## src/logic/mspcd_pkg.sv

```systemverilog
`default_nettype none
package mspcd_pkg;
	// ==========================================================
	// opcode values of the command set
	localparam logic [7:0] OP_STOP  = 8'h00;
	localparam logic [7:0] OP_CONT  = 8'h11;
	localparam logic [7:0] OP_SRP   = 8'h33;
	localparam logic [7:0] OP_CRP   = 8'h44;
	localparam logic [7:0] OP_WRITE_PARAM_CMD  = 8'h55;
	localparam logic [7:0] OP_LOAD_SETTINGS1_CMD = 8'h66;
	localparam logic [7:0] OP_THR1  = 8'h77;
	localparam logic [7:0] OP_OUTPUT_COPY_CMD  = 8'h88;
	localparam logic [7:0] OP_OUTPUT_WAIT_CMD  = 8'h99;
	localparam logic [7:0] OP_THR2  = 8'haa;
	localparam logic [7:0] OP_DEC   = 8'hbb;
	localparam logic [7:0] OP_SIGN_SWAP_CMD  = 8'hcc;
	localparam logic [7:0] OP_FREE  = 8'hdd;
	localparam logic [7:0] OP_THR3  = 8'hee;
	localparam logic [7:0] OP_SYNC  = 8'hff;
	localparam logic [7:0] OP_UFILT = 8'h12;
	localparam logic [7:0] OP_SFILT = 8'h13;
	localparam logic [7:0] OP_MAIN  = 8'h14;
	localparam logic [7:0] OP_RAW   = 8'h21;
	localparam logic [7:0] OP_DIFF  = 8'h23;
	localparam logic [7:0] OP_ALT   = 8'h24;
	localparam logic [7:0] OP_DMODE = 8'h31;
	localparam logic [7:0] OP_SHIFT = 8'h32;
	localparam logic [7:0] OP_KEEPM = 8'h34;
	localparam logic [7:0] OP_TIM3  = 8'h41;
	localparam logic [7:0] OP_TIM4  = 8'h42;
	localparam logic [7:0] OP_FREEM = 8'h43;
	// ==========================================================
	// register memory map (byte addresses, 7-bit space)
	localparam int         MEM_DEPTH  = 128;
	localparam logic [6:0] CFG1_BASE  = 7'h00;
	localparam logic [6:0] CFG2_BASE  = 7'h10;
	localparam logic [6:0] PROG1_BASE = 7'h40;
	localparam logic [6:0] PROG2_BASE = 7'h60;
	localparam logic [6:0] SETT_OFS   = 7'h00;
	localparam logic [6:0] THR1_OFS   = 7'h01;
	localparam logic [6:0] THR2_OFS   = 7'h02;
	localparam logic [6:0] TIM3_OFS   = 7'h03;
	localparam logic [6:0] TIM4_OFS   = 7'h04;
	localparam logic [6:0] MASKM_OFS  = 7'h05;
	localparam logic [6:0] MASKA_OFS  = 7'h06;
	localparam logic [6:0] LCNT_OFS   = 7'h07;
	localparam logic [6:0] PTR_OFS    = 7'h08;
	localparam logic [6:0] OUTS_OFS   = 7'h09;
	localparam logic [6:0] SETT1_ADDR = 7'h20;
	localparam logic [6:0] THR3_ADDR  = 7'h21;
	localparam logic [6:0] CTRL_ADDR  = 7'h22;
	localparam logic [6:0] STAT_ADDR  = 7'h23;
	// ==========================================================
	// bit positions in each program_settings_reg
	localparam int SIGNED_FILTER_BIT  = 0;
	localparam int DIFFERENCE_MODE_BIT = 1;
	localparam int SHIFT_MODE_BIT     = 2;
	localparam int TEMP_MASK_REL_BIT  = 3;
	localparam int MASK_SELECT_BIT    = 4;
	localparam int STOP_CONT_OUT_BIT  = 5;
	localparam logic [7:0] RESET_BYTE = 8'h00;
	// ==========================================================
	typedef enum logic [1:0] {MSPCD_FETCH, MSPCD_ARG1, MSPCD_ARG2, MSPCD_EXEC} mspcd_fsm_e;
	// events from the condition unit, one lane per program
	typedef struct packed {
		logic [1:0]      load;  // one-cycle pulse: take new flags
		logic [1:0][7:0] tmp;   // temporary output flags
		logic [1:0][7:0] trig;  // trigger direction info
	} mspcd_evt_s;
	// program state seen by the condition unit
	typedef struct packed {
		logic [1:0]      run;    // program enabled and not waiting
		logic [1:0]      whost;  // parked on output wait
		logic [1:0]      wsync;  // parked on sync point
		logic [1:0][7:0] trig;   // current trigger info
	} mspcd_stat_s;
endpackage : mspcd_pkg
`default_nettype wire

```

## src/logic/mspcd_decoder.sv

```systemverilog
// Summary of operation
// - restart-point clear returns reset point to start
// - write-param stores value byte at given address
// - load-settings1 writes byte to settings1 register
// - threshold loads write first, second, shared threshold
// - output copy latches flags, execution continues
// - output wait latches, halts until host release
// - count down decrements counter, decides flow
// - sign swap inverts directions in mask, trigger
// - free temp output clears temporary flags
// - sync point waits for the other program
// - filter commands clear or set signed bit
// - mask commands pick main or alternate mask
// - program two raw/difference sets difference bit
// - program two diff/shift sets shift bit
// - temp mask commands clear or set release bit
// - timer loads write timer3 or timer4 register
// - program-two-only codes halt program one
// - host read of output flags clears them
// - stop/continue latch outputs when bit set
`timescale 1ns/10ps
`default_nettype none
module mspcd_decoder
	import mspcd_pkg::*;
(
	input  wire logic        clk_sys_i,  // 100 MHz sample clock
	input  wire logic        rst_i,      // synchronous, active high
	input  wire logic [6:0]  addr_i,     // register byte address
	input  wire logic [7:0]  wdata_i,    // write data
	input  wire logic        we_i,       // write strobe
	input  wire logic        re_i,       // read strobe
	input  wire mspcd_evt_s  evt_i,      // condition unit events
	output logic      [7:0]  rdata_o,    // read data, cycle after strobe
	output mspcd_stat_s      stat_o      // program state
);
	// ==========================================================
	// state
	typedef struct packed {
		logic [MEM_DEPTH-1:0][7:0] mem;    // register and program memory
		mspcd_fsm_e                fsm;    // decoder step
		logic                      cur;    // program being served
		logic [7:0]                op;     // opcode in execution
		logic [7:0]                a1;     // first argument byte
		logic [1:0]                whost;  // waiting on latch reset
		logic [1:0]                wsync;  // waiting at sync point
		logic [1:0][7:0]           tmp;    // temporary output info
		logic [1:0][7:0]           trig;   // trigger info
		logic [7:0]                rdata;  // registered read data
	} mspcd_st_s;

	mspcd_st_s s;       // current state
	mspcd_st_s next_s;  // next state

	// ==========================================================
	// addressing of the program being served
	logic [6:0] cfg;      // settings block of current program
	logic [6:0] pbase;    // code base of current program
	logic [7:0] ptr;      // reset point high nibble, pointer low
	logic [7:0] code;     // byte under the program pointer
	logic [6:0] sadr;     // settings register address
	logic [6:0] madr;     // selected axis mask address
	logic [1:0] en;       // program enable flags
	logic       runnable; // current program may step

	assign cfg      = s.cur ? CFG2_BASE : CFG1_BASE;
	assign pbase    = s.cur ? PROG2_BASE : PROG1_BASE;
	assign ptr      = s.mem[cfg + PTR_OFS];
	assign code     = s.mem[pbase + {3'h0, ptr[3:0]}];
	assign sadr     = cfg + SETT_OFS;
	assign madr     = cfg + (s.mem[sadr][MASK_SELECT_BIT] ? MASKA_OFS : MASKM_OFS);
	assign en       = s.mem[CTRL_ADDR][1:0];
	assign runnable = en[s.cur] & ~s.whost[s.cur] & ~s.wsync[s.cur];

	// swap plus/minus pairs of every axis
	function automatic logic [7:0] swap_sign(input logic [7:0] v);
		swap_sign = {v[6], v[7], v[4], v[5], v[2], v[3], v[0], v[1]};
	endfunction : swap_sign

	// the map assumes the memory spans the whole byte address space
	if (MEM_DEPTH != 2 ** $bits(addr_i)) begin : g_depth_check
		$error("memory depth does not match the address space");
	end

	// ==========================================================
	// next-state logic
	always_comb begin
		logic [7:0] cnt;    // decremented long counter
		logic       latch;  // latch outputs this cycle
		cnt    = s.mem[cfg + LCNT_OFS] - 8'h01;
		latch  = 1'b0;
		next_s = s;
		next_s.rdata = RESET_BYTE;
		// host read; clearing here first lets a latch below win
		if (re_i) begin
			next_s.rdata = (addr_i == STAT_ADDR) ?
				{2'h0, s.wsync, s.whost, en} : s.mem[addr_i];
			if (addr_i == CFG1_BASE + OUTS_OFS) begin
				next_s.mem[addr_i] = RESET_BYTE;
				next_s.whost[0]    = 1'b0;
			end
			if (addr_i == CFG2_BASE + OUTS_OFS) begin
				next_s.mem[addr_i] = RESET_BYTE;
				next_s.whost[1]    = 1'b0;
			end
		end
		// decoder steps
		case (s.fsm)
			MSPCD_FETCH: begin
				if (runnable) begin
					next_s.op = code;
					next_s.mem[cfg + PTR_OFS] = {ptr[7:4], ptr[3:0] + 4'h1};
					case (code)
						OP_WRITE_PARAM_CMD, OP_LOAD_SETTINGS1_CMD, OP_THR1, OP_THR2, OP_THR3, OP_TIM3, OP_TIM4:
							next_s.fsm = MSPCD_ARG1;
						default: next_s.fsm = MSPCD_EXEC;
					endcase
				end else begin
					next_s.cur = ~s.cur;  // idle program gives up its turn
				end
			end
			MSPCD_ARG1: begin
				next_s.a1 = code;
				next_s.mem[cfg + PTR_OFS] = {ptr[7:4], ptr[3:0] + 4'h1};
				next_s.fsm = (s.op == OP_WRITE_PARAM_CMD) ? MSPCD_ARG2 : MSPCD_EXEC;
			end
			MSPCD_ARG2: begin
				// value byte goes straight to its absolute address
				next_s.mem[s.a1[6:0]] = code;
				next_s.mem[cfg + PTR_OFS] = {ptr[7:4], ptr[3:0] + 4'h1};
				next_s.fsm = MSPCD_FETCH;
				next_s.cur = ~s.cur;
			end
			MSPCD_EXEC: begin
				next_s.fsm = MSPCD_FETCH;
				next_s.cur = ~s.cur;
				case (s.op)
					OP_STOP: begin
						next_s.mem[cfg + PTR_OFS] = 8'h00;
						next_s.mem[CTRL_ADDR][s.cur] = 1'b0;
						latch = s.mem[sadr][STOP_CONT_OUT_BIT];
					end
					OP_CONT: begin
						next_s.mem[cfg + PTR_OFS] = {ptr[7:4], ptr[7:4]};
						latch = s.mem[sadr][STOP_CONT_OUT_BIT];
					end
					OP_SRP:   next_s.mem[cfg + PTR_OFS] = {ptr[3:0], ptr[3:0]};
					OP_CRP:   next_s.mem[cfg + PTR_OFS] = {4'h0, ptr[3:0]};
					OP_LOAD_SETTINGS1_CMD: next_s.mem[SETT1_ADDR] = s.a1;
					OP_THR1:  next_s.mem[cfg + THR1_OFS] = s.a1;
					OP_THR2:  next_s.mem[cfg + THR2_OFS] = s.a1;
					OP_THR3:  next_s.mem[THR3_ADDR] = s.a1;
					OP_TIM3:  next_s.mem[cfg + TIM3_OFS] = s.a1;
					OP_TIM4:  next_s.mem[cfg + TIM4_OFS] = s.a1;
					OP_OUTPUT_COPY_CMD:  latch = 1'b1;
					OP_OUTPUT_WAIT_CMD: begin
						latch = 1'b1;
						next_s.whost[s.cur] = 1'b1;
					end
					OP_DEC: begin
						next_s.mem[cfg + LCNT_OFS] = cnt;
						// nonzero loops back to the reset point, zero falls through
						if (cnt != 8'h00) begin
							next_s.mem[cfg + PTR_OFS] = {ptr[7:4], ptr[7:4]};
						end
					end
					OP_SIGN_SWAP_CMD: begin
						next_s.mem[madr]     = swap_sign(s.mem[madr]);
						next_s.trig[s.cur]   = swap_sign(s.trig[s.cur]);
					end
					OP_FREE:  next_s.tmp[s.cur] = RESET_BYTE;
					OP_SYNC:  next_s.wsync[s.cur] = 1'b1;
					OP_UFILT: next_s.mem[sadr][SIGNED_FILTER_BIT] = 1'b0;
					OP_SFILT: next_s.mem[sadr][SIGNED_FILTER_BIT] = 1'b1;
					OP_MAIN:  next_s.mem[sadr][MASK_SELECT_BIT] = 1'b0;
					OP_ALT:   next_s.mem[sadr][MASK_SELECT_BIT] = 1'b1;
					OP_KEEPM: next_s.mem[sadr][TEMP_MASK_REL_BIT] = 1'b0;
					OP_FREEM: next_s.mem[sadr][TEMP_MASK_REL_BIT] = 1'b1;
					OP_RAW, OP_DIFF, OP_DMODE, OP_SHIFT: begin
						if (!s.cur) begin
							// program one may not touch data modes: halt it
							next_s.mem[CTRL_ADDR][0] = 1'b0;
						end else if (s.op == OP_RAW || s.op == OP_DIFF) begin
							next_s.mem[sadr][DIFFERENCE_MODE_BIT] = (s.op == OP_DIFF);
						end else begin
							next_s.mem[sadr][SHIFT_MODE_BIT] = (s.op == OP_SHIFT);
						end
					end
					default: ;  // condition codes belong to the condition unit
				endcase
			end
			default: next_s.fsm = MSPCD_FETCH;
		endcase
		// output latch happens after the read clear, so the set wins
		if (latch) begin
			next_s.mem[cfg + OUTS_OFS] = s.tmp[s.cur];
		end
		// both programs at the sync point, or the partner stopped: release
		if ((s.wsync[0] | ~en[0]) & (s.wsync[1] | ~en[1])) begin
			next_s.wsync = 2'b00;
		end
		// new condition flags override a free or sign swap in the same cycle
		for (int i = 0; i < 2; i++) begin
			if (evt_i.load[i]) begin
				next_s.tmp[i]  = evt_i.tmp[i];
				next_s.trig[i] = evt_i.trig[i];
			end
		end
		// host write comes last; status register is read-only
		if (we_i && addr_i != STAT_ADDR) begin
			next_s.mem[addr_i] = wdata_i;
		end
	end

	// ==========================================================
	// state register
	// one register stage for all state; reset clears the memory as well
	always_ff @(posedge clk_sys_i) begin
		if (rst_i) begin
			s <= '0;
		end else begin
			s <= next_s;
		end
	end

	// ==========================================================
	// outputs
	assign rdata_o      = s.rdata;
	assign stat_o.run   = en & ~s.whost & ~s.wsync;
	assign stat_o.whost = s.whost;
	assign stat_o.wsync = s.wsync;
	assign stat_o.trig  = s.trig;

	// ==========================================================
	// checks
	logic ex_now;  // executing this cycle
	assign ex_now = (s.fsm == MSPCD_EXEC);
endmodule : mspcd_decoder
`default_nettype wire

```

## config.mk

```make
export PLATFORM = sky130hd
export DESIGN_NAME = mspcd_decoder
export DESIGN_NICKNAME = d
export VERILOG_FILES = /design/src/logic/mspcd_pkg.sv /design/src/logic/mspcd_decoder.sv
export SDC_FILE = /design/constraint.sdc
export NUM_CORES = 2
export LEC_CHECK = 0
export BUFFER_PORTS_ARGS = -buffer_cell sky130_fd_sc_hd__buf_4
export CORE_AREA = 4 4 394 396
export CTS_BUF_LIST = sky130_fd_sc_hd__clkbuf_8
export CTS_CLUSTER_DIAMETER = 120
export CTS_CLUSTER_SIZE = 28
export DETAILED_ROUTE_END_ITERATION = 12
export DIE_AREA = 0 0 398 400
export SYNTH_ARGS = -nofsm -noshare
export SYNTH_HDL_FRONTEND = slang
export SYNTH_SLANG_ARGS = --single-unit
```

## constraint.sdc

```tcl
create_clock -name clk_sys_i -period 4.2 [get_ports clk_sys_i]
set_input_delay 0.84 -clock clk_sys_i [delete_from_list [all_inputs] [get_ports clk_sys_i]]
set_output_delay 0.84 -clock clk_sys_i [all_outputs]
set_load 0.03 [all_outputs]
```

# Word level (Yosys, flattened, before mapping)
# Index checks and enable logic that the tools add are counted.
[op_classes] add_sub_neg=11 reduce_logical=40 n_bitwise=35 eq_ne=42 n_mux=115 order_cmp=26
[ops] cell="$bwmux W1024" count=17
[ops] cell="$pmux W752 S17" count=1
[ops] cell="$mux W1024" count=8
[ops] cell="$and A1024 B1024 Y1024" count=6
[ops] cell="$not A1024 Y1024" count=5
[ops] cell="$pmux W256 S17" count=1
[ops] cell="$pmux W1026 S4" count=1
[ops] cell="$or A1024 B1024 Y1024" count=3
[ops] cell="$mux W1026" count=1
[ops] cell="$demux W8 S7" count=15
[ops] cell="$mux W751" count=1
[ops] cell="$bmux W8 S7" count=6
[ops] cell="$pmux W8 S18" count=2
[ops] cell="$mux W272" count=1
[ops] cell="$mux W8" count=24
[ops] cell="$eq A8 B7 Y1 const B" count=12
[ops] cell="$eq A8 B8 Y1 const B" count=10
[ops] cell="$lt A6 B8 Y1 const B" count=8
[ops] cell="$eq A8 B6 Y1 const B" count=7
[ops] cell="$ge A6 B1 Y1 const B" count=8
[ops] cell="$mux W36" count=1
[ops] cell="$eq A8 B5 Y1 const B" count=4
[ops] cell="$mux W16" count=2
[ops] cell="$lt A7 B8 Y1 const B" count=3
[ops] cell="other kinds (52)" count=122
[totals] word_cells=409 regBits=1087 out_inout_bits=30

# Longest topological paths before layout
[depth] word_depth=20 ltp_mapped=18 ltp_nobuf=11

# Least setup slack after synthesis
# OpenSTA, ideal clock, no wires.
[synth_path] path_kind="flip-flop to flip-flop" start="reg s[60] (netlist name)" end="reg s[257] (netlist name)" required_time_ps=4067 stages_incl_launch_ff=19 period_less_slack_ps=4278 n_path_buf=8 setup_time_ps=133 arrival_ps=4145 setup_slack_ps=-78 cell_sequence="dfxtp_1 buf_4 buf_2 buf_2 buf_2 buf_2 buf_2 buf_2 buf_1 mux2i_1 ha_1 o221ai_1 xor2_1 a211oi_1 a21o_1 a21oi_2 a221o_1 nand2_1 a311oi_1"
[synth_via] elab_chain_len=16 word_cells_on_any_way=124 cone_classes="add/sub (11); order compare (18); mux (70); bitwise (15); reduce/logical (10)"
[synth_rtl] element="start, declared" line_no="mspcd_decoder.sv:51" source="mspcd_st_s s;"
[synth_rtl] element="start signal, assigned" line_no="mspcd_decoder.sv:221" source="s <= next_s;"
[synth_rtl] element="parallel branches: the longest is 13 deep, another holds $add A7 B4 Y7"
[synth_rtl] element="$mux W1024 (*)" line_no="mspcd_decoder.sv:194" source="if (latch) begin"
[synth_rtl] element="$bwmux W1024" line_no="mspcd_decoder.sv:210" source="next_s.mem[addr_i] = wdata_i;"
[synth_rtl] element="$mux W1024 (*)" line_no="mspcd_decoder.sv:209" source="if (we_i && addr_i != STAT_ADDR) begin"
# Every way passes the cells marked *. The select of a mux whose other input is x is not followed.
# A chain may end at the register's enable or synchronous reset.

# Worst setup path in the final report
[layout_path] start="reg s[52] (netlist name)" end="reg s[224] (netlist name)"
[layout_via] elab_chain_len=10 word_cells_on_any_way=38 cone_classes="eq/ne (21); mux (12); reduce/logical (5)"
[layout_rtl] element="$eq A8 B6 Y1, on equally long branches"
[layout_rtl] element="$bwmux W1024 (tied with other cells)" line_no="mspcd_decoder.sv:185" source="next_s.mem[sadr][SHIFT_MODE_BIT] = (s.op == OP_SHIFT);"
[layout_rtl] element="$mux W1024" line_no="mspcd_decoder.sv:182" source="end else if (s.op == OP_RAW || s.op == OP_DIFF) begin"
[layout_rtl] element="$mux W272" line_no="mspcd_decoder.sv:179" source="if (!s.cur) begin"
[layout_rtl] element="$pmux W256 S17" line_no="mspcd_decoder.sv:136" source="case (s.op)"
[layout_rtl] element="$pmux W1026 S4" line_no="mspcd_decoder.sv:107" source="case (s.fsm)"
[layout_rtl] element="$bwmux W1024" line_no="mspcd_decoder.sv:195" source="next_s.mem[cfg + OUTS_OFS] = s.tmp[s.cur];"
[layout_rtl] element="$mux W1024 (*)" line_no="mspcd_decoder.sv:194"
[layout_rtl] element="$bwmux W1024" line_no="mspcd_decoder.sv:210"
[layout_rtl] element="$mux W1024 (*)" line_no="mspcd_decoder.sv:209"
# Every way passes the cells marked *; elsewhere a longest branch is shown, timed or not.

==> summary.txt <==
Status
  – Outcome: complete, but fails checks
  – Violated checks: capacitance limit, slew limit

Synthesis
  – Avg Synthesized Cell Area: about 7.3 µm²
  – Synth unique cells: 84
  – Ys async rst share: 0%
  – Synth area leaders: dfxtp_1, nor2_1, nand2_1, a211oi_1, o211ai_1
  – Post-synth top flop: dfxtp_1
  – Synthesized instance count: slightly above 8000
  – Post-synth net total: between 8000 and 9000
  – Yosys top cell area share: a little over a third
  – Synth Cell Area: between 0.06 and 0.07 mm²
  – FF+latch count, synth: 1086
  – Ys Warns: 0
  – Largest area contributor in the netlist: dfxtp_1
  – Register area share after synthesis: 35.9%
  – Post-synth EDFFs: 0

STA
  – Max Clk Rate: 238 MHz
  – Skew final: 92.8 ps
  – Hold slack: 156 ps
  – RSZ-0062 raised after global routing: no
  – Final Hold Viols: 0
  – Final min period: approximately 4200 ps
  – Setup violators final: 0
  – Final Slew Violations: 3
  – Final period util: roughly 100%
  – Setup ws final: about 2.5 ps
  – Worst-margin pin slew: about 1600 ps
  – Relative slew slack: -3.85%

Route
  – Drt pass-1 iters: 9
  – Initial DRC Count: approximately 12000
  – Detailed Route WL: ~340000 µm
  – Final ANT Viol Nets: 0
  – Via count: ~70000
  – Drt drc: 0
  – Vias/cell: between 6 and 7
  – DR WL/cell: between 30 and 40 µm

Floorplanning
  – IO Pins: 83
  – Die area: ~0.16 mm²
  – Die X: between 300 and 400 µm
  – Rows: 143
  – Core area: 0.152 mm²
  – Chip height: approximately 400 µm
  – Initial Util: 39.9%

Worst setup path
  – Crit Path Category: flip-flop to flip-flop
  – Crit path cell chain: nor4bb_1 > a22o_1 > or3_1 > a211o_1 > o21ai_2 > nor3_1 > buf_4 > a21oi_1 > a221oi_1 > a211oi_1
  – Flop-to-flop setup slack: ~2.5 ps
  – WP buf/inv: 1
  – Crit path to: s[224]$_SDFF_PP0_
  – Crit end category: flip-flop
  – Max FO, Critical Path: 10
  – Reg2Reg Depth: 10
  – Slowest cell on crit path: nor4bb_1
  – CP peak stage delay: a little over 900 ps
  – CP startpoint: s[52]$_SDFFE_PP0P_
  – Worst path depth: 10
  – R2R Path Start: s[52]$_SDFFE_PP0P_
  – CP top delay family: simple AND/OR/NAND/NOR gates
  – Worst R2R End: s[224]$_SDFF_PP0_
  – Data arrival, critical path: about 5000 ps
  – Startpoint types: flip-flop
  – CP required: ~5000 ps

Power
  – Switching share of power: 30.7%
  – Gate power share: between 10% and 20%
  – Pwr Total: 17.3 mW
  – Sequential share of power: 60.4%
  – Peak supply drop: 0.229 mV
  – PwrDens: ~260 mW/mm²
  – Pleak: a little over 20 nW
  – Psw: around 5.3 mW
  – Clk pwr share: a little under 30%
  – P_int: 12.0 mW

Clocking
  – Clock Pin Slew Worst Setup and Hold Paths: about 180 ps
  – Clock root buffer: clkbuf_8
  – CTS buffer count: 48
  – Setup Buffers After CTS: 0
  – Max clock buf depth: 3
  – Hold_buf cts: 0
  – Worst-Skew Late Latency: about 900 ps
  – Clock Sinks: 1086
  – CTS tree: built
  – H-tree depth: 2
  – Post-cts sizing count: 0

Placement
  – Final GP Congestion: 1.04
  – DP Worst Slack: -66.9 ps
  – DP HPWL: between 200000 and 250000 µm
  – Port Buffers: slightly above 80

Layout
  – Fin util: between 40% and 50%
  – # nets final: 8199
  – Commonest non-fill, non-tap cell in the layout: nor2_1
  – P&R area growth vs syn: 9.01%
  – Most frequent cells in the layout: nor2_1, nand2_1, dfxtp_1, a21oi_1, a211oi_1
  – Fill cells: between 15000 and 20000
  – Multi-input logic area: 0.0358 mm²
  – Share of cells above drive strength 1: slightly above 8%
  – FF+latch area: roughly 0.022 mm²

Global route
  – First-pass GRT wire length: about 470000 µm
  – Total congestion overflow: 0
  – Vias in the first global route: about 63000
  – Largest net degree at the start of global routing: around 180
  – Initial antenna violation count: 30
  – Total track usage: roughly two fifths

Hold path
  – Hold WC Path Type: primary input to flip-flop

Job
  – Max_cap viols: 2
-- worst reg2reg max path: stages (launching register included) --
cell and delay (ps):
dfxtp_1 610, nor4bb_1 910, a22o_1 350, or3_1 250
a211o_1 210, o21ai_2 270, nor3_1 680, buf_4 290
a21oi_1 100, a221oi_1 290, a211oi_1 120
-- Yosys cell counts (all sizes together) (7+ instances only) --
cell type	instances
or2	7
o31a	23
a311oi	27
a32oi	12
o32ai	7
nor2b	14
nand3	88
dfxtp	1086
nand2b	27
nand2	1151
mux4	20
o21ai	319
o221ai	20
nand4	57
or3	8
o31ai	9
inv	34
mux2i	93
a21oi	561
and3	10
nor2	1724
xor2	9
o21a	9
a222oi	13
nor4	14
a211oi	537
mux2	35
a221oi	185
a32o	10
a211o	11
o311ai	10
a22o	85
o211ai	405
nor3	377
a22oi	389
buf	211
and2	10
nor3b	13
a31oi	67
a41oi	25
o22ai	26
clkbuf	494
-- registers in the layout, indices dropped and copies added, names as in the netlist --
name and cells:
s 1056, stat_o 20, rdata_o 8, en 2
-- final cells by class --
cell class	instances	share of cell area [%]
repair buffers	489	7.18
well taps	2030	3.85
flip-flops and latches	1086	33.0
clock buffers	53	1.11
inverters	35	0.199
clock inverters	15	0.241
diodes	28	0.106
multi-input cells	6483	54.3
-- metal layers --
layer  up-vias  GRT usage [%]  part of all wire, %
met5         -          0.462                0.038
met4        18           23.8                  6.9
met3      1111           13.1                   14
met2      5556           55.7                   40
met1     33800           54.3                   39
li1      30100              -                    -
-- power by group through the flow --
stage	clock, mW	combinational, mW	sequential (mW)
2_1_floorplan	0	0.857	10.6
3_3_place_gp	0	1.72	10.6
3_5_place_dp	0	1.72	10.6
4_1_cts	5.03	1.72	10.4
5_1_grt	5.29	1.81	10.4
6_report	5.03	1.82	10.4
-- kinds of logic after synthesis --
| family | Yosys count | synth area share (%) |
|---|---|---|
| multiplexers | 148 | 2.98 |
| XOR/XNOR | 13 | 0.188 |
| AND/OR/NAND/NOR | 3534 | 23.9 |
| buffers and inverters | 740 | 5.10 |
| AO/OA/AOI/OAI | 2785 | 31.8 |
| adder cells (fa/ha/maj) | 3 | 0.0621 |
| flip-flops | 1086 | 35.9 |
-- per-stage QoR --
stage	TNS, ps	instance area, µm²	cells
after CTS	0	65800	10200
after global placement	-38.0	64900	10100
final	0	65900	10200
after floorplan	0	60500	8309
after detailed placement	-66.9	65000	10100
after global routing	0	65900	10200
-- worst min path at each step --
stage,depth (start not counted),start,end
final,3,evt_i[11],stat_o[11]$_SDFFE_PP0P_
after CTS,3,evt_i[14],stat_o[14]$_SDFFE_PP0P_
after detailed placement,2,s[87]$_SDFF_PP0_,s[87]$_SDFF_PP0_
after global routing,3,evt_i[8],stat_o[8]$_SDFFE_PP0P_
after global placement,2,s[87]$_SDFF_PP0_,s[87]$_SDFF_PP0_
after floorplan,2,s[214]$_SDFF_PP0_,s[214]$_SDFF_PP0_
Power figures use the tool's default switching activity.
